[config.mk]
export PLATFORM = sky130hd
export DESIGN_NAME = module_state_machine
export DESIGN_NICKNAME = d
export VERILOG_FILES = /design/src/msm_pkg.sv /design/src/module_state_machine.sv
export VERILOG_INCLUDE_DIRS = /design/src
export SDC_FILE = /design/constraint.sdc
export NUM_CORES = 1
export LEC_CHECK = 0
export BUFFER_PORTS_ARGS = -buffer_cell sky130_fd_sc_hd__buf_4
export CAP_MARGIN = 30
export CORE_MARGIN = 4
export CORE_UTILIZATION = 49
export CTS_CLUSTER_DIAMETER = 40
export DETAILED_ROUTE_END_ITERATION = 10
export MAX_ROUTING_LAYER = met4
export PLACE_DENSITY = 0.87
export SLEW_MARGIN = 20
export SYNTH_ARGS = -nofsm -noshare
export SYNTH_HDL_FRONTEND = slang
export SYNTH_SLANG_ARGS = --single-unit
export TNS_END_PERCENT = 5
[constraint.sdc]
create_clock -name aclk -period 3.5 [get_ports aclk]
set_input_delay 0.525 -clock aclk [delete_from_list [all_inputs] [get_ports aclk]]
set_output_delay 0.525 -clock aclk [all_outputs]
set_load 0.01 [all_outputs]
[src/msm_defs.svh]
// Register offsets, reset values and timing counts for the module state machine.
`ifndef MSM_DEFS_SVH
`define MSM_DEFS_SVH
`define OFS_CONTROL 5'h00
`define OFS_STATUS 5'h04
`define OFS_FLAGS 5'h08
`define OFS_MASK 5'h0C
`define OFS_PATHS 5'h10
`define BIT_SOFT_RESET 0
`define BIT_SW_LP_REQ 1
`define BIT_HW_LP_ALLOW 2
`define BIT_FAULT_INJECT 3
`define CONTROL_RESET 4'h4
`define MASK_RESET 1'b0
`define RESETTING_NS 400
`define RESETTING_CYC ((`RESETTING_NS + 39) / 40)
`define MGMT_INIT_NS 800
`define MGMT_INIT_CYC ((`MGMT_INIT_NS + 39) / 40)
`define PWR_UP_NS 1200
`define PWR_UP_CYC ((`PWR_UP_NS + 39) / 40)
`define PWR_DN_NS 800
`define PWR_DN_CYC ((`PWR_DN_NS + 39) / 40)
`define LANES 8
`define PATH_DEACT 4'h1
`endif

[src/msm_pkg.sv]
// Types shared by the module state machine and its bench.
package msm_pkg;
  typedef enum logic [2:0] {
    st_resetting, st_reset, management_init_state, low_power_state,
    power_up_state, ready_state, power_down_state, fault_state
  } msm_state_e;
  typedef struct packed {
    logic supply_low_reset;
    logic host_reset;
    logic hw_low_power_request_pin;
  } host_pins_s;
  typedef struct packed {
    logic in_reset;
    logic high_power_allowed;
    logic mem_accessible;
  } power_ctl_s;
  typedef logic [31:0] word_t;
endpackage : msm_pkg

[src/module_state_machine.sv]
// Module state machine with an AXI4-Lite register slave.
// Function
// - Flag on entry to fault, low power, ready.
// - No flag when exit already true.
// - Start in reset, leave when reset clears.
// - Priority reset, then fault, then others.
// - Reset is supply, pin or soft bit.
// - Missing supply monitor reads as deasserted.
// - Low power is sw bit or allowed pin.
// - Exit needs low power and paths deactivated.
// - Fault condition defined by implementation.
// - Resetting holds all in reset, then reset.
// - Reset state keeps everything reset, low power.
// - Init goes resetting, fault or low power.
// - Low power: memory open, up when clear.
// - Power up goes down or to ready.
// - Ready leaves only on low power exit.
// - Power down returns to low power state.
// - Fault leaves only for resetting.
// - Low power mode in reset, init, lowpower.
// - Fault state kept in low power.
// - Transitions never clear the flag.
// - Reset condition forces resetting except reset.
// - Soft reset bit cleared entering reset.
//
// The register offsets and the AXI4-Lite interface to the registers are this design's own decisions.
`timescale 1ns/1ns
`include "msm_defs.svh"
module module_state_machine (
  // Clock and reset.
  input wire logic aclk,
  input wire logic aresetn,
  // Host pins, asynchronous to aclk.
  input wire msm_pkg::host_pins_s pins,
  // Data path states, one nibble per host lane.
  input wire logic [4*`LANES-1:0] lane_path_state,
  input wire logic internal_fault,
  // AXI4-Lite write address and data.
  input wire logic [4:0] awaddr,
  input wire logic awvalid,
  output logic awready,
  input wire logic [31:0] wdata,
  input wire logic [3:0] wstrb,
  input wire logic wvalid,
  output logic wready,
  output logic [1:0] bresp,
  output logic bvalid,
  input wire logic bready,
  // AXI4-Lite read.
  input wire logic [4:0] araddr,
  input wire logic arvalid,
  output logic arready,
  output logic [31:0] rdata,
  output logic [1:0] rresp,
  output logic rvalid,
  input wire logic rready,
  // Module outputs.
  output msm_pkg::power_ctl_s power_ctl,
  output logic irq
);
  import msm_pkg::*;

  msm_state_e state;
  msm_state_e next_state;
  host_pins_s pins_meta;
  host_pins_s pins_sync;
  logic [3:0] control;
  logic state_change_flag;
  logic flag_mask;
  logic [7:0] timer;
  logic reset_cond;
  logic fault_cond;
  logic low_power_cond;
  logic low_power_exit_cond;
  logic all_paths_deactivated;
  logic [`LANES-1:0] lane_deact;
  logic timer_done;
  logic exit_now;
  logic [7:0] next_timer;
  logic aw_held;
  logic w_held;
  logic [4:0] aw_addr_q;
  logic [31:0] w_data_q;
  logic [3:0] w_strb_q;
  logic do_write;
  logic flag_rd_clear;

  //////////////////////////////////////////////////////////////////////////
  // Two-stage synchroniser for the host pins and the supply monitor.
  always_ff @(posedge aclk) begin
    if (!aresetn) begin
      pins_meta <= '0;
      pins_sync <= '0;
    end else begin
      pins_meta <= pins;
      pins_sync <= pins_meta;
    end
  end

  //////////////////////////////////////////////////////////////////////////
  // Transition signals; an unconnected monitor is tied low outside.
  generate
    for (genvar i = 0; i < `LANES; i++) begin : g_lane
      assign lane_deact[i] = (lane_path_state[4*i +: 4] == `PATH_DEACT);
    end
  endgenerate
  assign all_paths_deactivated = &lane_deact;
  assign reset_cond = pins_sync.supply_low_reset | pins_sync.host_reset
                    | control[`BIT_SOFT_RESET];
  assign fault_cond = internal_fault | control[`BIT_FAULT_INJECT];
  assign low_power_cond = control[`BIT_SW_LP_REQ]
    | (control[`BIT_HW_LP_ALLOW] & pins_sync.hw_low_power_request_pin);
  assign low_power_exit_cond = low_power_cond & all_paths_deactivated;
  assign timer_done = (timer == 8'h00);

  //////////////////////////////////////////////////////////////////////////
  // Next state with reset first, fault second, others last.
  // Resetting always runs to its end, even while the reset condition
  // holds, so that a held condition parks the machine in the reset state.
  always_comb begin
    next_state = state;
    next_timer = (timer == 8'h00) ? 8'h00 : timer - 8'h01;
    if (reset_cond && state != st_reset && state != st_resetting) begin
      next_state = st_resetting;
      next_timer = 8'(`RESETTING_CYC);
    end else if (fault_cond && state != st_resetting && state != st_reset
                 && state != fault_state) begin
      next_state = fault_state;
    end else begin
      unique case (state)
        st_resetting: if (timer_done) next_state = st_reset;
        st_reset: if (!reset_cond) begin
          next_state = management_init_state;
          next_timer = 8'(`MGMT_INIT_CYC);
        end
        management_init_state:
          if (timer_done) next_state = low_power_state;
        low_power_state: if (!low_power_cond) begin
          next_state = power_up_state;
          next_timer = 8'(`PWR_UP_CYC);
        end
        power_up_state: if (low_power_cond) begin
          next_state = power_down_state;
          next_timer = 8'(`PWR_DN_CYC);
        end else if (timer_done) next_state = ready_state;
        ready_state: if (low_power_exit_cond) begin
          next_state = power_down_state;
          next_timer = 8'(`PWR_DN_CYC);
        end
        power_down_state:
          if (timer_done) next_state = low_power_state;
        fault_state: next_state = fault_state;
      endcase
    end
  end

  // State register; reset starts in the reset state.
  always_ff @(posedge aclk) begin
    if (!aresetn) begin
      state <= st_reset;
      timer <= 8'h00;
    end else begin
      state <= next_state;
      timer <= next_timer;
    end
  end

  //////////////////////////////////////////////////////////////////////////
  // Exit already true on the entry cycle suppresses the flag.
  always_comb begin
    exit_now = reset_cond | fault_cond;
    unique case (next_state)
      low_power_state: exit_now = exit_now | !low_power_cond;
      ready_state: exit_now = exit_now | low_power_exit_cond;
      fault_state: exit_now = reset_cond;
      default: exit_now = 1'b1;
    endcase
  end

  // Sticky flag; set wins over the read clear, transitions never clear.
  always_ff @(posedge aclk) begin
    if (!aresetn) begin
      state_change_flag <= 1'b0;
    end else if (next_state != state && !exit_now) begin
      state_change_flag <= 1'b1;
    end else if (flag_rd_clear) begin
      state_change_flag <= 1'b0;
    end
  end

  // Interrupt follows the flag unless masked, quiet in reset.
  always_ff @(posedge aclk) begin
    if (!aresetn) irq <= 1'b0;
    else irq <= state_change_flag & !flag_mask & (state != st_reset);
  end

  // Power controls derived from the state.
  always_ff @(posedge aclk) begin
    if (!aresetn) begin
      power_ctl <= '{in_reset: 1'b1, high_power_allowed: 1'b0,
                     mem_accessible: 1'b0};
    end else begin
      power_ctl.in_reset <= (state == st_resetting) | (state == st_reset);
      power_ctl.high_power_allowed <= (state == power_up_state)
        | (state == ready_state) | (state == power_down_state);
      power_ctl.mem_accessible <= (state != st_resetting)
        & (state != st_reset) & (state != management_init_state);
    end
  end

  //////////////////////////////////////////////////////////////////////////
  // Write channel capture; address and data taken in either order.
  assign do_write = aw_held & w_held & !bvalid;
  always_ff @(posedge aclk) begin
    if (!aresetn) begin
      aw_held <= 1'b0;
      w_held <= 1'b0;
      aw_addr_q <= 5'h00;
      w_data_q <= 32'h0;
      w_strb_q <= 4'h0;
      awready <= 1'b1;
      wready <= 1'b1;
      bvalid <= 1'b0;
      bresp <= 2'h0;
    end else begin
      if (awvalid && awready) begin
        aw_held <= 1'b1;
        aw_addr_q <= awaddr;
        awready <= 1'b0;
      end
      if (wvalid && wready) begin
        w_held <= 1'b1;
        w_data_q <= wdata;
        w_strb_q <= wstrb;
        wready <= 1'b0;
      end
      if (do_write) begin
        aw_held <= 1'b0;
        w_held <= 1'b0;
        bvalid <= 1'b1;
        bresp <= (aw_addr_q == `OFS_CONTROL || aw_addr_q == `OFS_MASK)
                 ? 2'h0 : 2'h2;
      end
      if (bvalid && bready) begin
        bvalid <= 1'b0;
        awready <= 1'b1;
        wready <= 1'b1;
      end
    end
  end

  // Control and mask registers; soft reset self-clears in reset.
  always_ff @(posedge aclk) begin
    if (!aresetn) begin
      control <= `CONTROL_RESET;
      flag_mask <= `MASK_RESET;
    end else begin
      if (do_write && w_strb_q[0] && aw_addr_q == `OFS_CONTROL)
        control <= w_data_q[3:0];
      if (do_write && w_strb_q[0] && aw_addr_q == `OFS_MASK)
        flag_mask <= w_data_q[0];
      if (state == st_resetting && next_state == st_reset)
        control[`BIT_SOFT_RESET] <= 1'b0;
    end
  end

  //////////////////////////////////////////////////////////////////////////
  // Read channel; flags clear when read.
  assign flag_rd_clear = arvalid & arready & (araddr == `OFS_FLAGS);
  always_ff @(posedge aclk) begin
    if (!aresetn) begin
      arready <= 1'b1;
      rvalid <= 1'b0;
      rdata <= 32'h0;
      rresp <= 2'h0;
    end else if (arvalid && arready) begin
      arready <= 1'b0;
      rvalid <= 1'b1;
      rresp <= 2'h0;
      unique case (araddr)
        `OFS_CONTROL: rdata <= {28'h0, control};
        `OFS_STATUS: rdata <= {29'h0, state};
        `OFS_FLAGS: rdata <= {31'h0, state_change_flag};
        `OFS_MASK: rdata <= {31'h0, flag_mask};
        `OFS_PATHS: rdata <= {31'h0, all_paths_deactivated};
        default: begin
          rdata <= 32'h0;
          rresp <= 2'h2;
        end
      endcase
    end else if (rvalid && rready) begin
      rvalid <= 1'b0;
      arready <= 1'b1;
    end
  end
endmodule : module_state_machine

==> reports/qor.csv, run 1 <==
stage,metric,value,unit
run_status,status,finished clean,
sta,RSZ-0062 raised after global routing,no,
die,Die Wd,81.8,um
cts,CTS Sinks,50,
global_route,gr ovfl total,0,
placed_design,PortBufs,72,
sta,Least-Margin Pin Slew,0.756,ns
sta,setup violators final,0,
cts,post-CTS setup buffers,0,
sta,Final Critical Period,1.91,ns
die,Die Y,81.8,um
logic_synthesis,largest family of logic cells by synthesized area,simple AND/OR/NAND/NOR gates,
cts,# resized after CTS,0,
setup_path,Worst Path Required,3.74,ns
global_route,vias in the first global route,1948,
routing,Antenna Violating Nets Remaining,0,
global_route,largest net degree at the start of global routing,41,
sta,max-slew violation count,0,
routing,First-pass DRT Iterations,4,
setup_path,CP Max Fanout,18,
min_path,type of the worst min-delay path,input pin to flop,
cts,hold buffer count at CTS,0,
cts,Worst-path clk slew,0.09,ns
global_route,Total GRT Usage,16.7,%
layout,Antenna Cells,0,
layout,share of cells above drive strength 1,25.8,%
setup_path,worst r2r path cells,5,
die,Die ar.,6700,um^2
placed_design,DP HPWL,4330,um
logic_synthesis,"FF+latch count, synth",50,
sta,Slew headroom,49.6,%
die,I/O pin count,134,
die,core region area,5200,um^2
logic_synthesis,Mapped Area,2670,um^2
cts,CTS tree,done,
pwr,Leak,1.37,nW
routing,routed vias/inst,5.20,
layout,"most common cell after layout, fill and taps aside",buf_4,
setup_path,crit start category,flop,
layout,area grow syn2layout,19.6,%
die,Starting Density,51.3,%
setup_path,Worst R2R Setup Slack,1.59,ns
routing,drt initial violations,251,
sta,Final Hold Viols,0,
logic_synthesis,mux cell area share after synthesis,3.42,%
logic_synthesis,Gate Count Post-Synth,310,
min_path,Min-Delay Startpoint,pins[0],
routing,Detailed Route WL,5650,um
layout,"commonest non-fill, non-tap cells in the layout","72 x buf_4, 50 x dfxtp_1, 30 x conb_1, 26 x nand2_1, 16 x o21ai_0",
min_path,Hold EP,pins_meta[0]$_SDFF_PN0_,
global_route,initial antenna violation count,0,
routing,routed vias,2297,
logic_synthesis,sequential cell area fraction in the yosys report,37.5,%
cts,H-tree depth,2,
logic_synthesis,top_reg_cell synth,dfxtp_1,
routing,detailed-route DRC error count,0,
sta,Setup TNS,0,ns
logic_synthesis,compound-cell area share of the yosys netlist,18.5,%
logic_synthesis,YS warnings,0,
sta,clock skew,0.00918,ns
cts,CTS Buffer Depth,2,
run,Max-Cap Viols,0,
cts,CTS root buffer,clkbuf_8,
pwr,total power,1.69,mW
logic_synthesis,Async SR Flop Fraction,0,%
layout,NumNets Final,462,
setup_path,Setup CP Type,flop to flop,
logic_synthesis,post-synthesis cell type count,52,
sta,period utilisation layout,54.6,%
pwr,Peak VDD IR,0.267,mV
routing,wire per inst,12.8,um
logic_synthesis,Post-Synth Simple-Gate Area,25.5,%
setup_path,Critical R2R Launch,state[2]$_SDFF_PN0_,
logic_synthesis,Post-synth EDFFs,0,
setup_path,nature of the critical path endpoint,flop,
global_route,first-pass GRT wire length,8490,um
setup_path,RR Endpoint,timer[3]$_SDFF_PN0_,
logic_synthesis,adder-cell share of the synthesized area,0.468,%
pwr,PD cells,528,nW/um^2
cts,cts bufs inserted,5,
logic_synthesis,Synth Area per Inst,8.62,um^2
logic_synthesis,Post-Synth XOR/XNOR Area,2.30,%
setup_path,"Arr. time, crit path",2.16,ns
die,row count,26,
placed_design,final RePlAce weighted congestion,0.866,
min_path,Hold Path Depth,2,
sta,fmax,523,MHz
layout,Finished Core Util,61.4,%
cts,Clock Latency Late Sink,0.30,ns
## logic make-up after synthesis
logic type,after synthesis
multiplexers,9
other,1
flip-flops,50
AND/OR/NAND/NOR,114
buffers and inverters,53
XOR/XNOR,7
adder cells (fa/ha/maj),1
AO/OA/AOI/OAI,75
## worst max path at each step
| stage | from | to | slack [ns] |
|---|---|---|---|
| after global routing | state[2]$_SDFF_PN0_ | timer[3]$_SDFF_PN0_ | 1.46 |
| final | state[2]$_SDFF_PN0_ | timer[3]$_SDFF_PN0_ | 1.59 |
| after CTS | state[2]$_SDFF_PN0_ | timer[3]$_SDFF_PN0_ | 1.62 |
| after global placement | lane_path_state[2] | timer[3]$_SDFF_PN0_ | 1.55 |
| after detailed placement | lane_path_state[2] | timer[3]$_SDFF_PN0_ | 1.57 |
| after floorplan | lane_path_state[10] | timer[3]$_SDFF_PN0_ | 1.89 |
## power by group
part,internal (mW),total (mW),switching [mW]
clock network,0.137,0.319,0.182
logic,0.298,0.596,0.297
registers,0.652,0.773,0.122
## state kept, by name (all words and copies together) (netlist names), 3 cells and up
signal     flops
power_ctl      3
state          3
w_data_q       4
control        4
timer          8
rdata          4
pins_sync      3
pins_meta      3
aw_addr_q      5
## through the flow
stage	hold slack [ns]	instance area [um^2]	cells	worst slack [ns]
3_3_place_gp	0.416	3110	435	1.55
5_1_grt	0.408	3190	442	1.46
6_report	0.427	3190	442	1.59
4_1_cts	0.416	3190	442	1.62
3_5_place_dp	0.418	3110	435	1.57
2_1_floorplan	0.409	2780	339	1.89
## worst max-delay path, cell delays in order, from the launching register on
cell      delay [ns]
dfxtp_1         0.74
nor2b_4         0.32
and2_1          0.17
o21ai_1         0.14
a311oi_1        0.33
o21a_1          0.16
## final cells by class
cell class,instances,area (um^2)
Clock buffer,5,68.8
Clock inverter,2,15.0
Fill cell,452,2010
Inverter,7,26.3
Multi-Input combinational cell,236,1460
Sequential cell,50,1000
Tap cell,70,87.6
Timing Repair Buffer,72,541
## Yosys cell counts, types with 4 or more instances
master,instances,area share [%]
buf_2,4,0.75
nand2_1,26,3.7
nand3_1,14,2.6
o21ai_0,16,3.0
a21boi_0,13,3.7
nor2_1,13,1.8
nor4b_2,4,2.2
mux2i_1,8,3.0
clkbuf_1,10,1.4
nor3_1,5,0.94
nor4b_1,5,1.6
xor2_1,4,1.3
nand4_1,7,1.6
buf_4,32,9.0
o21ai_1,5,0.94
nor2b_1,10,2.3
nand2b_1,7,1.6
and2_1,8,1.9
dfxtp_1,50,37
inv_1,7,0.98
a21oi_1,15,2.8
## routing by layer
layer / GRT usage (%) / routed length (um) / vias to the layer above
met3: 3.73 / 556 / 7
met2: 27.3 / 2590 / 93
li1: - / - / 1158
met5: - / 0 / -
met4: 6.48 / 82 / 0
met1: 19.9 / 2420 / 1039
No activity file was read; power rests on OpenSTA's default activity.
==> inputs of run 2 (changes only) <==
--- a/config.mk
+++ b/config.mk
@@ -9,11 +9,11 @@
 export BUFFER_PORTS_ARGS = -buffer_cell sky130_fd_sc_hd__buf_4
 export CAP_MARGIN = 30
 export CORE_MARGIN = 4
-export CORE_UTILIZATION = 49
+export CORE_UTILIZATION = 41
 export CTS_CLUSTER_DIAMETER = 40
 export DETAILED_ROUTE_END_ITERATION = 10
 export MAX_ROUTING_LAYER = met4
-export PLACE_DENSITY = 0.87
+export PLACE_DENSITY = 0.78
 export SLEW_MARGIN = 20
 export SYNTH_ARGS = -nofsm -noshare
 export SYNTH_HDL_FRONTEND = slang
==> constraint.sdc (replaced) <==
create_clock -name aclk -period 1.67 [get_ports aclk]
set_input_delay 0.2505 -clock aclk [delete_from_list [all_inputs] [get_ports aclk]]
set_output_delay 0.2505 -clock aclk [all_outputs]
set_load 0.01 [all_outputs]
==> reports/qor.csv, run 2 (synthesis results as in run 1) <==
stage,metric,value,unit,change
cts,CTS tree,done,,
routing,routed vias,2349,,+2.3%
setup_path,Worst path depth,7,,+2
cts,CTS Sinks,50,,unchanged
pwr,switching portion of total power,35.1,%,-0.51 points
setup_path,nature of the critical path endpoint,flop,,
pwr,Seq pwr share,41.6,%,-4.2 points
placed_design,DP HPWL,4700,um,+8.7%
sta,setup violators final,0,,unchanged
layout,share of cells above drive strength 1,31.2,%,+5.4 points
die,Die ar.,7870,um^2,+18%
placed_design,final RePlAce weighted congestion,0.958,,+11%
setup_path,Crit-path slowest cell,dfxtp_2,,
global_route,initial antenna violation count,0,,unchanged
setup_path,Critical R2R Launch,timer[0]$_SDFF_PP0_,,
pwr,combinational share of power,40.6,%,+5.3 points
layout,Finished Core Util,53.0,%,-8.4 points
sta,Setup TNS,0,ns,unchanged
sta,Final Hold Viols,0,,unchanged
layout,"most common cell after layout, fill and taps aside",buf_4,,
placed_design,PortBufs,72,,unchanged
run_status,status,finished clean,,
routing,Detailed Route WL,5910,um,+4.6%
sta,period utilisation layout,95.8,%,+41 points
layout,Biggest register,timer,,
min_path,type of the worst min-delay path,input pin to flop,,
layout,max FFs per register,8,,unchanged
global_route,gr ovfl total,0,,unchanged
die,row count,29,,+12%
setup_path,Worst Path Required,1.86,ns,-1.88 ns
sta,fmax,625,MHz,+20%
routing,detailed-route DRC error count,0,,unchanged
die,Die Wd,88.7,um,+8.4%
cts,CTS Buffer Depth,2,,unchanged
setup_path,Setup CP Type,flop to flop,,
die,Starting Density,42.1,%,-9.3 points
sta,max-slew violation count,0,,unchanged
setup_path,CP Max Fanout,4,,-14
global_route,first-pass GRT wire length,9220,um,+8.5%
layout,area grow syn2layout,25.9,%,
layout,NumNets Final,481,,+4.1%
pwr,Leak,1.47,nW,+7.3%
setup_path,RR Endpoint,state_change_flag$_SDFFE_PN0P_,,
min_path,Hold Path Depth,2,,unchanged
pwr,switching power total,1.33,mW,+120%
pwr,power share of the clock group,17.8,%,-1.1 points
sta,clock skew,0.00680,ns,-0.00238 ns
setup_path,crit path cell chain,inv_1 > ha_2 > nor2b_2 > and3_4 > o211ai_1 > o221a_2 > o31ai_2,,
global_route,largest net degree at the start of global routing,25,,-39%
die,Die Y,88.7,um,+8.4%
layout,Layout Cells excl Fill,468,,+5.9%
layout,Antenna Cells,0,,unchanged
cts,CTS root buffer,clkbuf_8,,
setup_path,crit start category,flop,,
routing,routed vias/inst,5.02,,-3.4%
routing,drt initial violations,216,,-14%
setup_path,CP bufs+invs,1,,+1
layout,"commonest non-fill, non-tap cells in the layout","91 x buf_4, 47 x dfxtp_1, 30 x conb_1, 26 x nand2_1, 16 x o21ai_0",,
placed_design,dpl cells,460,,+5.7%
cts,Worst-path clk slew,0.09,ns,about the same
setup_path,"Arr. time, crit path",1.79,ns,-0.37 ns
cts,cts bufs inserted,5,,unchanged
cts,Clock Latency Late Sink,0.30,ns,about the same
setup_path,worst r2r path cells,7,,+2
sta,Final Critical Period,1.60,ns,-0.313 ns
run,Max-Cap Viols,0,,unchanged
layout,largest registers,"timer (8), aw_addr_q (5)",,
min_path,Hold EP,pins_meta[1]$_SDFF_PN0_,,
routing,wire per inst,12.6,um,-1.2%
routing,Antenna Violating Nets Remaining,0,,unchanged
cts,H-tree depth,2,,unchanged
pwr,PD cells,1130,nW/um^2,+110%
die,core region area,6350,um^2,+22%
min_path,Min-Delay Startpoint,pins[1],,
setup_path,max incr delay on CP,0.35,ns,-0.39 ns
sta,WHS,0.154,ns,-0.273 ns
pwr,Peak VDD IR,0.608,mV,+130%
pwr,total power,3.79,mW,+120%
setup_path,Worst R2R Setup Slack,0.07,ns,-1.52 ns
die,I/O pin count,134,,unchanged
global_route,Total GRT Usage,15.0,%,-1.7 points
setup_path,"delay-heaviest family, CP",compound AO/OA/AOI/OAI gates,,
pwr,internal power,2.46,mW,+130%
routing,First-pass DRT Iterations,4,,unchanged
global_route,vias in the first global route,2148,,+10%
==> run 2: cell count changes in the layout (fill, tap and decap cells not counted), moves of 2 or more <==
cell	change
dfxtp_1	-3
buf_4	+19
clkinvlp_4	-2
dfxtp_2	+3
==> run 2: worst max-delay path by stage <==
stage                              startpoint                              to  slack, ns
after floorplan           timer[0]$_SDFF_PP0_             timer[5]$_SDFF_PP0_       0.13
after global placement     lane_path_state[2]             timer[3]$_SDFF_PN0_       0.03
after detailed placement  timer[0]$_SDFF_PP0_  state_change_flag$_SDFFE_PN0P_      0.008
after CTS                 timer[0]$_SDFF_PP0_         control[0]$_SDFFE_PP0P_       0.02
after global routing      timer[0]$_SDFF_PP0_         control[0]$_SDFFE_PP0P_     -0.004
final                     timer[0]$_SDFF_PP0_  state_change_flag$_SDFFE_PN0P_       0.07
==> run 2: area by class of cell <==
cell class / count / area [um^2]
Timing Repair Buffer: 91 / 683
Inverter: 7 / 26.3
Fill cell: 581 / 2990
Sequential cell: 50 / 1000
Multi-Input combinational cell: 236 / 1470
Clock inverter: 2 / 13.8
Tap cell: 77 / 96.3
Clock buffer: 5 / 68.8
==> run 2: layer usage <==
| metal | GRT usage [%] | routed length, um |
|---|---|---|
| met5 | - | 0 |
| met4 | 5.91 | 93 |
| met3 | 2.33 | 599 |
| met1 | 17.2 | 2410 |
| met2 | 26.0 | 2810 |
==> run 2: per-stage QoR <==
| step | area, um^2 | setup WS [ns] |
|---|---|---|
| finish | 3360 | 0.0707 |
| global route | 3360 | -0.00441 |
| CTS | 3350 | 0.0209 |
| detailed placement | 3250 | 0.00759 |
| global placement | 3250 | 0.0323 |
| floorplan | 2780 | 0.130 |
==> run 2: power by group through the flow <==
stage | sequential (mW) | combinational, mW | clock, mW
2_1_floorplan | 1.51 | 1.10 | 0
3_3_place_gp | 1.58 | 1.41 | 0
3_5_place_dp | 1.59 | 1.46 | 0
4_1_cts | 1.56 | 1.51 | 0.703
5_1_grt | 1.59 | 1.70 | 0.758
6_report | 1.58 | 1.54 | 0.675
==> run 2: what timing repair did <==
action | CTS | global route
setup endpoints to repair | 1 | 8
pin swaps | 1 | 1
hold buffers | 0 | 0
gates resized for setup | 1 | 6
setup buffers | 1 | 0
